==> src/pkg/dcwd_pkg.sv <==
// package for the configuration word decoder: register map, field layouts, encodings.
// assumes an apb bus with 32-bit data and one aligned word per register.
package dcwd_pkg;
    // register byte offsets
    localparam logic [7:0] DCWD_GEN_SEG_OFS = 8'h00;
    localparam logic [7:0] DCWD_OSC_SEL_OFS = 8'h04;
    localparam logic [7:0] DCWD_OSC_OFS = 8'h08;
    localparam logic [7:0] DCWD_WDT_OFS = 8'h0c;
    localparam logic [7:0] DCWD_AUX_SEG_OFS = 8'h10;
    localparam logic [7:0] DCWD_CTRL_OFS = 8'h14;
    localparam logic [7:0] DCWD_STATUS_OFS = 8'h18;
    // general segment field positions
    localparam int DCWD_GENERAL_WRITE_PROTECT_POS = 0;
    localparam int DCWD_GSS_POS = 1;
    localparam int DCWD_GKEY_POS = 2;
    // osc select field positions
    localparam int DCWD_NOSC_POS = 0;
    localparam int DCWD_TWO_SPEED_STARTUP_POS = 7;
    // osc field positions
    localparam int DCWD_POSC_POS = 0;
    localparam int DCWD_OSCIO_POS = 2;
    localparam int DCWD_L1WAY_POS = 5;
    localparam int DCWD_CKSM_POS = 6;
    // watchdog field position
    localparam int DCWD_WATCHDOG_CONFIG_POS = 7;
    // aux segment field positions
    localparam int DCWD_AUX_WRITE_PROTECT_POS = 0;
    localparam int DCWD_APL_POS = 1;
    localparam int DCWD_AKEY_POS = 2;
    // control register bits
    localparam int DCWD_CTRL_SWDT_POS = 0;
    localparam int DCWD_CTRL_PPSW_POS = 1;
    localparam int DCWD_CTRL_ERASE_POS = 2;
    // unprogrammed flash reads as ones
    localparam logic [7:0] DCWD_ERASED = 8'hff;
    localparam logic [1:0] DCWD_KEY_OPEN = 2'h0;
    localparam logic [1:0] DCWD_KEY_LOCK = 2'h3;

    typedef enum logic [2:0]
    {
        DCWD_NOSC_FRC = 3'b000,
        DCWD_NOSC_FRC_PLL = 3'b001,
        DCWD_NOSC_PRI = 3'b010,
        DCWD_NOSC_PRI_PLL = 3'b011,
        DCWD_NOSC_SEC = 3'b100,
        DCWD_NOSC_LOW_POWER_RC_OSCILLATOR = 3'b101,
        DCWD_NOSC_FRC_DIV16 = 3'b110,
        DCWD_NOSC_FRC_POST = 3'b111
    } dcwd_osc_e;

    typedef enum logic [1:0]
    {
        DCWD_POSC_EXT = 2'b00,
        DCWD_POSC_XTAL_MED = 2'b01,
        DCWD_POSC_XTAL_HS = 2'b10,
        DCWD_POSC_OFF = 2'b11
    } dcwd_posc_e;

    typedef enum logic [1:0]
    {
        DCWD_ST_RESET = 2'b00,
        DCWD_ST_FAST_RC = 2'b01,
        DCWD_ST_RUN = 2'b10
    } dcwd_start_e;

    // raw configuration fields as stored in nonvolatile memory
    typedef struct packed
    {
        logic [1:0] general_segment_key;
        logic general_code_protect;
        logic general_write_protect;
        logic two_speed_startup;
        logic [2:0] initial_osc_select;
        logic [1:0] clock_switch_monitor_mode;
        logic pin_select_lock_once;
        logic osc_pin_function;
        logic [1:0] primary_osc_mode;
        logic wdt_force_enable;
        logic [1:0] aux_segment_key;
        logic aux_code_protect;
        logic aux_write_protect;
    } dcwd_fields_s;

    // decoded settings handed to consumers
    typedef struct packed
    {
        logic code_protected;
        logic write_blocked;
        logic clk_switch_en;
        logic fail_safe_en;
        logic [1:0] posc_mode;
        logic xtal_mode;
        logic cfg_unlocked;
    } dcwd_settings_s;
endpackage

==> src/logic/dcwd_sync.sv <==
// two-flop reset release synchroniser.
// assumes i_resetn may drop at any time; release is made synchronous to i_clock.
`timescale 1ns/100ps
module dcwd_sync
    import dcwd_pkg::*;
(
    input wire logic i_clock,
    input wire logic i_resetn,
    output logic o_resetn
);
    logic stage1;
    logic next_stage1;
    logic next_out;

    always_comb
    begin
        next_stage1 = 1'b1;
        next_out = stage1;
    end

    always_ff @(posedge i_clock or negedge i_resetn)
    begin
        if (!i_resetn)
        begin
            stage1 <= 1'b0;
            o_resetn <= 1'b0;
        end
        else
        begin
            stage1 <= next_stage1;
            o_resetn <= next_out;
        end
    end
endmodule

==> src/logic/dcwd_decode.sv <==
// combinational decode of the active configuration fields into settings.
// assumes fields are stable registers; outputs are registered by the caller.
`timescale 1ns/100ps
module dcwd_decode
    import dcwd_pkg::*;
(
    input dcwd_fields_s i_fields,
    output dcwd_settings_s o_settings
);
    function automatic logic key_ok(input logic [1:0] key, input logic cp, input logic wp);
        key_ok = (cp && wp) ? (key == DCWD_KEY_OPEN) : (key == DCWD_KEY_LOCK);
    endfunction

    always_comb
    begin
        // key mismatch forces protection on
        o_settings.code_protected = !i_fields.general_code_protect ||
            !key_ok(i_fields.general_segment_key, i_fields.general_code_protect,
            i_fields.general_write_protect);
        o_settings.write_blocked = !i_fields.general_write_protect ||
            !key_ok(i_fields.general_segment_key, i_fields.general_code_protect,
            i_fields.general_write_protect);
        o_settings.clk_switch_en = !i_fields.clock_switch_monitor_mode[1];
        o_settings.fail_safe_en = (i_fields.clock_switch_monitor_mode == 2'b00);
        o_settings.posc_mode = i_fields.primary_osc_mode;
        o_settings.xtal_mode = (i_fields.primary_osc_mode == DCWD_POSC_XTAL_HS) ||
            (i_fields.primary_osc_mode == DCWD_POSC_XTAL_MED);
        o_settings.cfg_unlocked = i_fields.aux_code_protect && i_fields.aux_write_protect &&
            (i_fields.aux_segment_key == DCWD_KEY_OPEN) && i_fields.general_code_protect &&
            i_fields.general_write_protect &&
            (i_fields.general_segment_key == DCWD_KEY_OPEN);
    end
endmodule

==> src/logic/dcwd_top.sv <==
// configuration word decoder: apb-visible nonvolatile configuration image and its decode.
// assumes a 40 MHz i_clock, apb master on the same clock, consumers sampling o_* levels.
// Functional notes
// - a key that does not match the protect bits turns general code protection on until erase.
// - general code-protect at 0 protects user program memory at once, at 1 leaves it open.
// - general write-protect at 0 blocks writes to user program memory at once, at 1 allows them.
// - two-speed start-up at 1 runs on fast rc until the chosen source is ready, at 0 not.
// - the 3-bit initial oscillator field selects one of eight sources by its fixed encoding.
// - with clock switching on, a new initial oscillator field acts only at the next reset.
// - clock switch mode 1x disables switching and monitor, 01 switching only, 00 both.
// - pin-select lock at 1 allows a single pin-mapping change, at 0 any number.
// - outside crystal modes the osc pin carries the clock when its bit is 1, else plain i/o.
// - primary mode 11 is off, 10 high-speed crystal, 01 medium crystal, 00 external clock.
// - watchdog force at 1 keeps watchdog and low-power rc on and ignores software clears.
// - watchdog force at 0 lets the software enable bit control watchdog and low-power rc.
// - configuration registers accept writes only with both segments fully unprotected.
//
// Decided for this implementation: the placing of the registers and the APB interface to the registers.
`timescale 1ns/100ps
module dcwd_top
    import dcwd_pkg::*;
(
    input wire logic i_clock,
    input wire logic i_resetn,
    input wire logic i_psel,
    input wire logic i_penable,
    input wire logic i_pwrite,
    input wire logic [7:0] i_paddr,
    input wire logic [31:0] i_pwdata,
    input wire logic i_sel_osc_ready,
    output logic [31:0] o_prdata,
    output logic o_pready,
    output logic o_pslverr,
    output logic o_code_protected,
    output logic o_write_blocked,
    output logic [2:0] o_active_osc,
    output logic o_clk_switch_en,
    output logic o_fail_safe_en,
    output logic [1:0] o_primary_osc_mode,
    output logic o_osc_pin_clock_out,
    output logic o_pin_select_write_ok,
    output logic o_wdt_enable,
    output logic o_low_power_rc_oscillator_enable
);
    logic rst_n;
    logic ready_meta;
    logic ready_sync;
    dcwd_fields_s nv;
    dcwd_fields_s next_nv;
    dcwd_settings_s dec;
    logic [2:0] osc_latched;
    logic [2:0] next_osc_latched;
    dcwd_start_e start_state;
    dcwd_start_e next_start_state;
    logic wdt_soft;
    logic next_wdt_soft;
    logic pps_used;
    logic next_pps_used;
    logic [31:0] next_prdata;
    logic next_pslverr;
    logic next_pready;
    logic setup;
    logic wr;
    logic [2:0] osc_cur;

    dcwd_sync u_sync
    (
        .i_clock(i_clock),
        .i_resetn(i_resetn),
        .o_resetn(rst_n)
    );

    dcwd_decode u_decode
    (
        .i_fields(nv),
        .o_settings(dec)
    );

    function automatic logic known_addr(input logic [7:0] a);
        known_addr = (a == DCWD_GEN_SEG_OFS) || (a == DCWD_OSC_SEL_OFS) ||
            (a == DCWD_OSC_OFS) || (a == DCWD_WDT_OFS) || (a == DCWD_AUX_SEG_OFS) ||
            (a == DCWD_CTRL_OFS) || (a == DCWD_STATUS_OFS);
    endfunction

    // source ready comes from another clock domain
    always_ff @(posedge i_clock or negedge rst_n)
    begin
        if (!rst_n)
        begin
            ready_meta <= 1'b0;
            ready_sync <= 1'b0;
        end
        else
        begin
            ready_meta <= i_sel_osc_ready;
            ready_sync <= ready_meta;
        end
    end

    // single-cycle access: setup marks a transfer, access phase completes it
    assign setup = i_psel && !i_penable;
    assign wr = i_psel && i_penable && o_pready && i_pwrite;

    always_comb
    begin
        next_nv = nv;
        next_wdt_soft = wdt_soft;
        next_pps_used = pps_used;
        next_pslverr = 1'b0;
        next_pready = setup;
        if (setup && !known_addr(i_paddr))
        begin
            next_pslverr = 1'b1;
        end
        // writes to the configuration image need both segments open
        if (setup && i_pwrite && dec.cfg_unlocked == 1'b0 && i_paddr != DCWD_CTRL_OFS &&
            i_paddr != DCWD_STATUS_OFS)
        begin
            next_pslverr = 1'b1;
        end
        if (wr && !o_pslverr)
        begin
            case (i_paddr)
                DCWD_GEN_SEG_OFS:
                begin
                    next_nv.general_write_protect = i_pwdata[DCWD_GENERAL_WRITE_PROTECT_POS];
                    next_nv.general_code_protect = i_pwdata[DCWD_GSS_POS];
                    next_nv.general_segment_key = i_pwdata[DCWD_GKEY_POS +: 2];
                end
                DCWD_OSC_SEL_OFS:
                begin
                    next_nv.initial_osc_select = i_pwdata[DCWD_NOSC_POS +: 3];
                    next_nv.two_speed_startup = i_pwdata[DCWD_TWO_SPEED_STARTUP_POS];
                end
                DCWD_OSC_OFS:
                begin
                    next_nv.primary_osc_mode = i_pwdata[DCWD_POSC_POS +: 2];
                    next_nv.osc_pin_function = i_pwdata[DCWD_OSCIO_POS];
                    next_nv.pin_select_lock_once = i_pwdata[DCWD_L1WAY_POS];
                    next_nv.clock_switch_monitor_mode = i_pwdata[DCWD_CKSM_POS +: 2];
                end
                DCWD_WDT_OFS:
                begin
                    next_nv.wdt_force_enable = i_pwdata[DCWD_WATCHDOG_CONFIG_POS];
                end
                DCWD_AUX_SEG_OFS:
                begin
                    next_nv.aux_write_protect = i_pwdata[DCWD_AUX_WRITE_PROTECT_POS];
                    next_nv.aux_code_protect = i_pwdata[DCWD_APL_POS];
                    next_nv.aux_segment_key = i_pwdata[DCWD_AKEY_POS +: 2];
                end
                DCWD_CTRL_OFS:
                begin
                    // forced watchdog ignores software clears
                    if (!nv.wdt_force_enable || i_pwdata[DCWD_CTRL_SWDT_POS])
                    begin
                        next_wdt_soft = i_pwdata[DCWD_CTRL_SWDT_POS];
                    end
                    // bulk erase is the only way out of a key lockout
                    if (i_pwdata[DCWD_CTRL_ERASE_POS])
                    begin
                        next_nv = dcwd_fields_s'({$bits(dcwd_fields_s){1'b1}});
                        next_nv.general_segment_key = DCWD_KEY_OPEN;
                        next_nv.aux_segment_key = DCWD_KEY_OPEN;
                        next_pps_used = 1'b0;
                    end
                    // a mapping change in the same write as an erase still counts
                    if (i_pwdata[DCWD_CTRL_PPSW_POS])
                    begin
                        next_pps_used = 1'b1;
                    end
                end
                default:
                begin
                    next_nv = nv;
                end
            endcase
        end
    end

    // the image is the nonvolatile store, loaded all ones at reset, keys included
    always_ff @(posedge i_clock or negedge rst_n)
    begin
        if (!rst_n)
        begin
            nv <= dcwd_fields_s'({$bits(dcwd_fields_s){1'b1}});
            wdt_soft <= 1'b0;
            pps_used <= 1'b0;
        end
        else
        begin
            nv <= next_nv;
            wdt_soft <= next_wdt_soft;
            pps_used <= next_pps_used;
        end
    end

    // the source choice is captured at reset and follows the field while switching is off; switching on freezes it until the next reset
    always_comb
    begin
        next_osc_latched = osc_latched;
        next_start_state = start_state;
        // switching on: field change waits for reset, else follows at once
        if (!dec.clk_switch_en)
        begin
            next_osc_latched = nv.initial_osc_select;
        end
        case (start_state)
            DCWD_ST_RESET:
            begin
                next_osc_latched = nv.initial_osc_select;
                next_start_state = nv.two_speed_startup ? DCWD_ST_FAST_RC : DCWD_ST_RUN;
            end
            DCWD_ST_FAST_RC:
            begin
                if (ready_sync)
                begin
                    next_start_state = DCWD_ST_RUN;
                end
            end
            DCWD_ST_RUN:
            begin
                next_start_state = DCWD_ST_RUN;
            end
            default:
            begin
                next_start_state = DCWD_ST_RESET;
            end
        endcase
    end

    always_ff @(posedge i_clock or negedge rst_n)
    begin
        if (!rst_n)
        begin
            osc_latched <= DCWD_NOSC_FRC;
            start_state <= DCWD_ST_RESET;
        end
        else
        begin
            osc_latched <= next_osc_latched;
            start_state <= next_start_state;
        end
    end

    // two-speed start runs on fast rc first
    assign osc_cur = (start_state == DCWD_ST_RUN) ? osc_latched : DCWD_NOSC_FRC;

    always_comb
    begin
        next_prdata = 32'h0;
        if (setup && !i_pwrite)
        begin
            case (i_paddr)
                DCWD_GEN_SEG_OFS:
                    next_prdata = {28'h0, nv.general_segment_key, nv.general_code_protect,
                        nv.general_write_protect};
                DCWD_OSC_SEL_OFS:
                    next_prdata = {24'h0, nv.two_speed_startup, 4'h0, nv.initial_osc_select};
                DCWD_OSC_OFS:
                    next_prdata = {24'h0, nv.clock_switch_monitor_mode, nv.pin_select_lock_once,
                        2'h0, nv.osc_pin_function, nv.primary_osc_mode};
                DCWD_WDT_OFS:
                    next_prdata = {24'h0, nv.wdt_force_enable, 7'h0};
                DCWD_AUX_SEG_OFS:
                    next_prdata = {28'h0, nv.aux_segment_key, nv.aux_code_protect,
                        nv.aux_write_protect};
                DCWD_CTRL_OFS:
                    next_prdata = {30'h0, pps_used, wdt_soft};
                DCWD_STATUS_OFS:
                    next_prdata = {22'h0, start_state, osc_cur, dec.cfg_unlocked,
                        dec.write_blocked, dec.code_protected, dec.fail_safe_en,
                        dec.clk_switch_en};
                default:
                    next_prdata = 32'h0;
            endcase
        end
    end

    always_ff @(posedge i_clock or negedge rst_n)
    begin
        if (!rst_n)
        begin
            o_prdata <= 32'h0;
            o_pready <= 1'b0;
            o_pslverr <= 1'b0;
            o_code_protected <= 1'b0;
            o_write_blocked <= 1'b0;
            o_active_osc <= DCWD_NOSC_FRC;
            o_clk_switch_en <= 1'b0;
            o_fail_safe_en <= 1'b0;
            o_primary_osc_mode <= DCWD_POSC_OFF;
            o_osc_pin_clock_out <= 1'b0;
            o_pin_select_write_ok <= 1'b0;
            o_wdt_enable <= 1'b0;
            o_low_power_rc_oscillator_enable <= 1'b0;
        end
        else
        begin
            o_prdata <= next_prdata;
            o_pready <= next_pready;
            o_pslverr <= next_pslverr;
            o_code_protected <= dec.code_protected;
            o_write_blocked <= dec.write_blocked;
            o_active_osc <= osc_cur;
            o_clk_switch_en <= dec.clk_switch_en;
            o_fail_safe_en <= dec.fail_safe_en;
            o_primary_osc_mode <= dec.posc_mode;
            o_osc_pin_clock_out <= nv.osc_pin_function && !dec.xtal_mode;
            o_pin_select_write_ok <= !(nv.pin_select_lock_once && pps_used);
            o_wdt_enable <= nv.wdt_force_enable || wdt_soft;
            o_low_power_rc_oscillator_enable <= nv.wdt_force_enable || wdt_soft;
        end
    end
endmodule

==> config.mk <==
export PLATFORM = sky130hd
export DESIGN_NAME = dcwd_top
export DESIGN_NICKNAME = d
export VERILOG_FILES = /design/src/pkg/dcwd_pkg.sv /design/src/logic/dcwd_sync.sv /design/src/logic/dcwd_decode.sv /design/src/logic/dcwd_top.sv
export SDC_FILE = /design/constraint.sdc
export NUM_CORES = 1
export LEC_CHECK = 0
export ABC_AREA = 1
export BUFFER_PORTS_ARGS = -buffer_cell sky130_fd_sc_hd__buf_2
export CAP_MARGIN = 0
export CORE_ASPECT_RATIO = 0.9
export CORE_MARGIN = 8
export CORE_UTILIZATION = 35
export DETAILED_ROUTE_END_ITERATION = 8
export GPL_ROUTABILITY_DRIVEN = 0
export HOLD_SLACK_MARGIN = 0.12
export PLACE_DENSITY = 0.68
export SLEW_MARGIN = 5
export SYNTH_ARGS = -nofsm -noshare
export SYNTH_HDL_FRONTEND = slang
export SYNTH_SLANG_ARGS = --single-unit
export TNS_END_PERCENT = 100
==> constraint.sdc <==
create_clock -name i_clock -period 1.73 [get_ports i_clock]
set_input_delay 0.346 -clock i_clock [delete_from_list [all_inputs] [get_ports i_clock]]
set_output_delay 0.346 -clock i_clock [all_outputs]
set_load 0.01 [all_outputs]
* Yosys cells after proc, flatten, opt, wreduce, memory -nomap -nowiden
Cells that the tools add are included.
Storage, ports and cells: logic and storage cells 128, output and inout port bits 47, bits in registers 76
Operators by class: reductions and logical operators 60, bitwise logic cells 1, multiplexer cells 19, eq/ne operators 15
Operators by type and width (count):
- one-hot mux 10 bit (7 select lines) | 1
- equality test 8 x 5 -> 1 bit, second input constant | 3
- one-hot mux 4 bit (2 select lines) | 3
- AND reduction 3 bit | 7
- logical AND 1 bit | 19
- 2-to-1 mux 19 bit | 1
- equality test 8 x 4 -> 1 bit, second input constant | 2
- != test 8 x 5 -> 1 bit, second input constant | 2
- nonzero test 2 bit | 7
- one-hot mux 6 bit (2 select lines) | 1
- logical NOT 1 bit | 11
- logical OR 1 bit | 11
- 2-to-1 mux 10 bit | 1
- 2-to-1 mux 3 bit | 3
- equality test 8 x 3 -> 1 bit, second input constant | 1
- logical NOT 2 bit | 4
- logical NOT 8 bit | 1
- equality test 2 bit, second input constant | 3
- one-hot mux 2 bit (3 select lines) | 1
- 2-to-1 mux 1 bit | 5
- equality test 2 x 1 -> 1 bit, second input constant | 2
- 2-to-1 mux 2 bit | 2
- != test 2 bit, second input constant | 2
- one-hot mux 1 bit (2 select lines) | 1
- NOT 1 bit | 1

* Depth between registers and ports, before layout
depth after elaboration 11, gate-level depth with buffers 9

* Hierarchy
Synthesis repeated with hierarchy kept, for this count alone.
Unflattened totals: cell total of the unflattened synthesis 328, area, all modules 2800.2 um2
By module, submodules not included:
- dcwd_top | cells each 305, instances 1, area an instance 2650.0 um2
- dcwd_decode | cells each 20, instances 1, area an instance 96.3 um2
- dcwd_sync | cells each 3, instances 1, area an instance 53.8 um2

* Worst setup path after synthesis
Ideal clock, no wire load.
path type reg2reg, from reg start_state[0], to reg osc_latched[0], library setup time 125 ps, arrival time 1161 ps, data required time 1605 ps, slack 445 ps, buffers on the path 0, stages on the path, launching flop included 5, cell sequence dfrtp_1 -> inv_1 -> ha_1 -> nor2_1 -> mux2_2
On the way: longest elaborated chain between the ends 2, elaborated cells between the ends (all ways) 3, those cells by class 1 x mux; 2 x reduce/logical
RTL lines:
- start, declared | line dcwd_top.sv:53 | dcwd_start_e start_state;
- start signal, assigned | line dcwd_top.sv:242 | start_state <= next_start_state;
- logical NOT 2 bit * | line dcwd_top.sv:208 | case (start_state)
- 2-to-1 mux 3 bit or nonzero test 2 bit (tied branches)
- end signal, assigned | line dcwd_top.sv:241 | osc_latched <= next_osc_latched;
- end, declared | line dcwd_top.sv:51 | logic [2:0] osc_latched;
Every way passes the cells marked *; elsewhere a longest branch is shown, timed or not. A chain may end at the register's enable or synchronous reset.

* Worst setup path after layout
from reg start_state[0], to reg osc_latched[2]
Same word-level chain as after synthesis.

==> parameters.txt <==
Parameter                              Value

Placement
  Count of buffers from port buffering ... 45
  Detail Placement HPWL ... around 4900 microns
  Standard cell area after detailed placement ... 3028 sq um

Synthesis
  Cells after Synth ... around 320
  Summed instance area of the synthesized netlist ... 2758 sq um
  Register bit total from synthesis ... 54
  Xor-xnor portion of the synthesized cell area ... 0%
  Proportion of netlist area held by the largest area contributor ... 29.95%
  Share of synthesized cell area in full adder, half adder and majority cells ... 1.815%
  Ys async rst share ... 100.0%
  Synth Area in Compound Gates ... 2.632%
  Proportion of synthesized area in mux cells ... under 10%
  Post-Synth Simple-Gate Area ... 31.72%
  Area leader, netlist ... dfrtp_1
  Synthesis warning total ... 0
  Commonest cells in the synthesized netlist ... 85 x nand2_1, 33 x dfrtp_1, 33 x inv_1
  Area contributors post-synth ... dfrtp_1 30%, dfstp_2 20%, nand2_1 12%
  Sequential area share after synthesis ... 49.95%
  Combinational family with the most area after synthesis ... simple AND/OR/NAND/NOR gates
  Number of flops mapped to enable cells by yosys ... 0
  Top flip-flop cell by instance count after synthesis ... dfrtp_1
  Post-Syn Area per Cell ... 8.591 sq um
  Most frequently used cell type in the post-synthesis netlist ... nand2_1
  Number of distinct library cells after synthesis ... 28

Run status
  Status ... finished clean

Clock network
  Master cell of the clock root buffer ... clkbuf_8
  Later-pin clock latency in the skew report ... 0.31 ns
  Cts-stage hold buffer count ... 1
  Deepest clock path buffer count ... 2
  Total CTS buffers ... 5
  Post-CTS resize count ... 0
  Clock tree from TritonCTS ... done
  H-tree depth ... 2
  CTS clock-pin slew for the worst setup and hold paths ... 0.10 ns
  Total number of clock tree sinks ... 54
  Post-CTS setup buffer count ... 0

Finish
  Post-layout net count ... about 420
  Area growth, synth to finish ... 14.02%
  Post-route cell area ... roughly 3100 sq um
  Inserted Diodes ... 0
  Multi-input logic area ... between 1000 and 1500 sq um
  Number of filler instances in the final layout ... slightly below 800
  Sequential cell area ... between 1000 and 1500 sq um
  Layout cells sized above 1 ... ~28%

Detailed routing
  Number of DRC markers after the initial detailed-route iteration ... between 100 and 150
  Routed wire length ... 6212 microns
  Number of optimization iterations in the first detailed-route pass ... 4
  Via density per instance ... 4.639
  Routed vias ... 2,171
  Residual antenna-violating net count after detailed routing ... 0
  DRC violation count after routing ... 0
  Wire length per cell after detailed routing ... 13.27 microns

Power and ir drop
  Static leakage ... 1.634 nW
  IR drop worst, VDD ... 0.3869 mV
  Power density relative to cell area ... 709.5 nW/um^2

Timing
  Achievable clock frequency ... roughly 700 MHz
  Setup skew after layout ... 0.008366 ns
  Clock period minus final worst setup slack ... 1.422 ns
  Setup_tns ... 0 ns
  RSZ-0062 raised after global routing ... false
  Tcrit/Tclk final ... 82.22%
  Number of hold violations in the final report ... 0
  Setup violators final ... 0
  Fin. max-slew vios ... 0

GRT
  Pin count of the biggest net entering global routing ... 35
  Global router's overall resource usage ... 11.51%
  Global-route wire length before repair ... 9998 microns
  Via count of the first global-routing pass ... roughly 2,100
  Leftover overflow at the end of global routing ... 0
  Number of antenna violations at the first check in global routing ... 0

Die
  Ports ... 93
  # rows ... 30
  Core Box Area ... approximately 7600 sq um
  Initial cell density of the core ... 36.37%
  Die area ... ~11,000 sq um
  Floorplan die height ... 100.2 microns
  Die X-Extent ... 109.6 microns

Min path
  Min-Delay Path Class ... in -> reg

Critical path
  Arrival @ worst endpoint ... 1.63 ns
  Critical Path End Type ... flip-flop
  Critical Path Source Type ... flip-flop
  Setup CP Type ... reg -> reg
  Critical path required time ... 1.94 ns
  Critical path peak fanout ... 4

Run
  Number of maximum-capacitance constraint violations ... 0
==> metrics by stage <==
stage	cells	total power, mW	setup slack, ns	util, %	hold slack, ns
finish	468	2.231	0.3076	41.47	0.1327
global route	468	2.321	0.2178	41.47	0.1225
CTS	468	2.251	0.3177	41.47	0.1268
detailed placement	459	1.462	0.1402	39.93	0.1323
global placement	459	1.459	0.1716	39.93	0.1314
floorplan	342	1.434	0.1521	-	0.05041
==> report_power, final <==
part	leakage [nW]	switching [mW]	internal [mW]	total [mW]
Sequential	0.634	0.0149	1.28	1.29
Clock	0.0536	0.413	0.377	0.789
Combinational	0.947	0.103	0.0455	0.149
Total	1.63	0.531	1.70	2.23
==> cells in the final DEF (no fill, tap or decap), types with 5 or more instances in the layout <==
cell type  instances
nand2_1           85
nand3_1           26
nor2_1            26
clkbuf_8           5
o21ai_0            9
buf_2             45
conb_1            23
dfrtp_1           32
dfstp_2           21
nand2_2            9
nand4_1           21
inv_1             33
==> cells by family (layout without fill, tap and decap cells) <==
kind of cell / count (synthesis) / in the layout
and+or+nand+nor: 181 / 181
buffers and inverters: 63 / 93
DFF: 54 / 54
AOI/OAI and AO/OA: 14 / 14
adders and majority gates: 4 / 4
muxes: 3 / 3
other: 2 / 23
==> worst paths after layout <==
path	from	to	slack, ns	depth (start not counted)
setup reg to reg	start_state[0]	osc_latched[2]	0.31	4
setup / recovery	start_state[0]	osc_latched[2]	0.31	4
min in group asynchronous	u_sync.o_resetn	o_prdata[8]	0.21	0
max in group asynchronous	u_sync.o_resetn	nv[2]	0.93	1
hold / removal	i_sel_osc_ready	ready_meta	0.13	1
hold reg to reg	u_sync.o_resetn	o_prdata[8]	0.21	0
==> final cells by class <==
| class | instances | area share, % |
|---|---|---|
| clock buffer | 7 | 3.104 |
| clock inverter | 1 | 0.2786 |
| inverter | 35 | 4.178 |
| multi-input combinational | 225 | 35.54 |
| sequential | 54 | 43.85 |
| tap | 96 | 3.820 |
| timing repair buffer | 50 | 9.232 |
==> flip-flops by register name, summed over array words and instances, names as in the netlist, 2 cells and up <==
register / flops
nv: 19
o_prdata: 10
start_state: 2
osc_latched: 3
o_primary_osc_mode: 2
o_active_osc: 3
==> worst max-delay path: stages (launching register included) <==
cell	delay, ns
dfrtp_1	0.39
inv_1	0.10
ha_1	0.24
nor2_1	0.22
mux2_2	0.37
==> metal layers <==
metal	global-route usage, %	vias to the layer above	routed length (microns)
met5	0	-	0
met4	3.734	0	72
met3	3.459	6	510
met2	17.15	71	2635
met1	15.45	1005	2994
li1	-	1089	-
No activity file was read; power rests on OpenSTA's default activity.
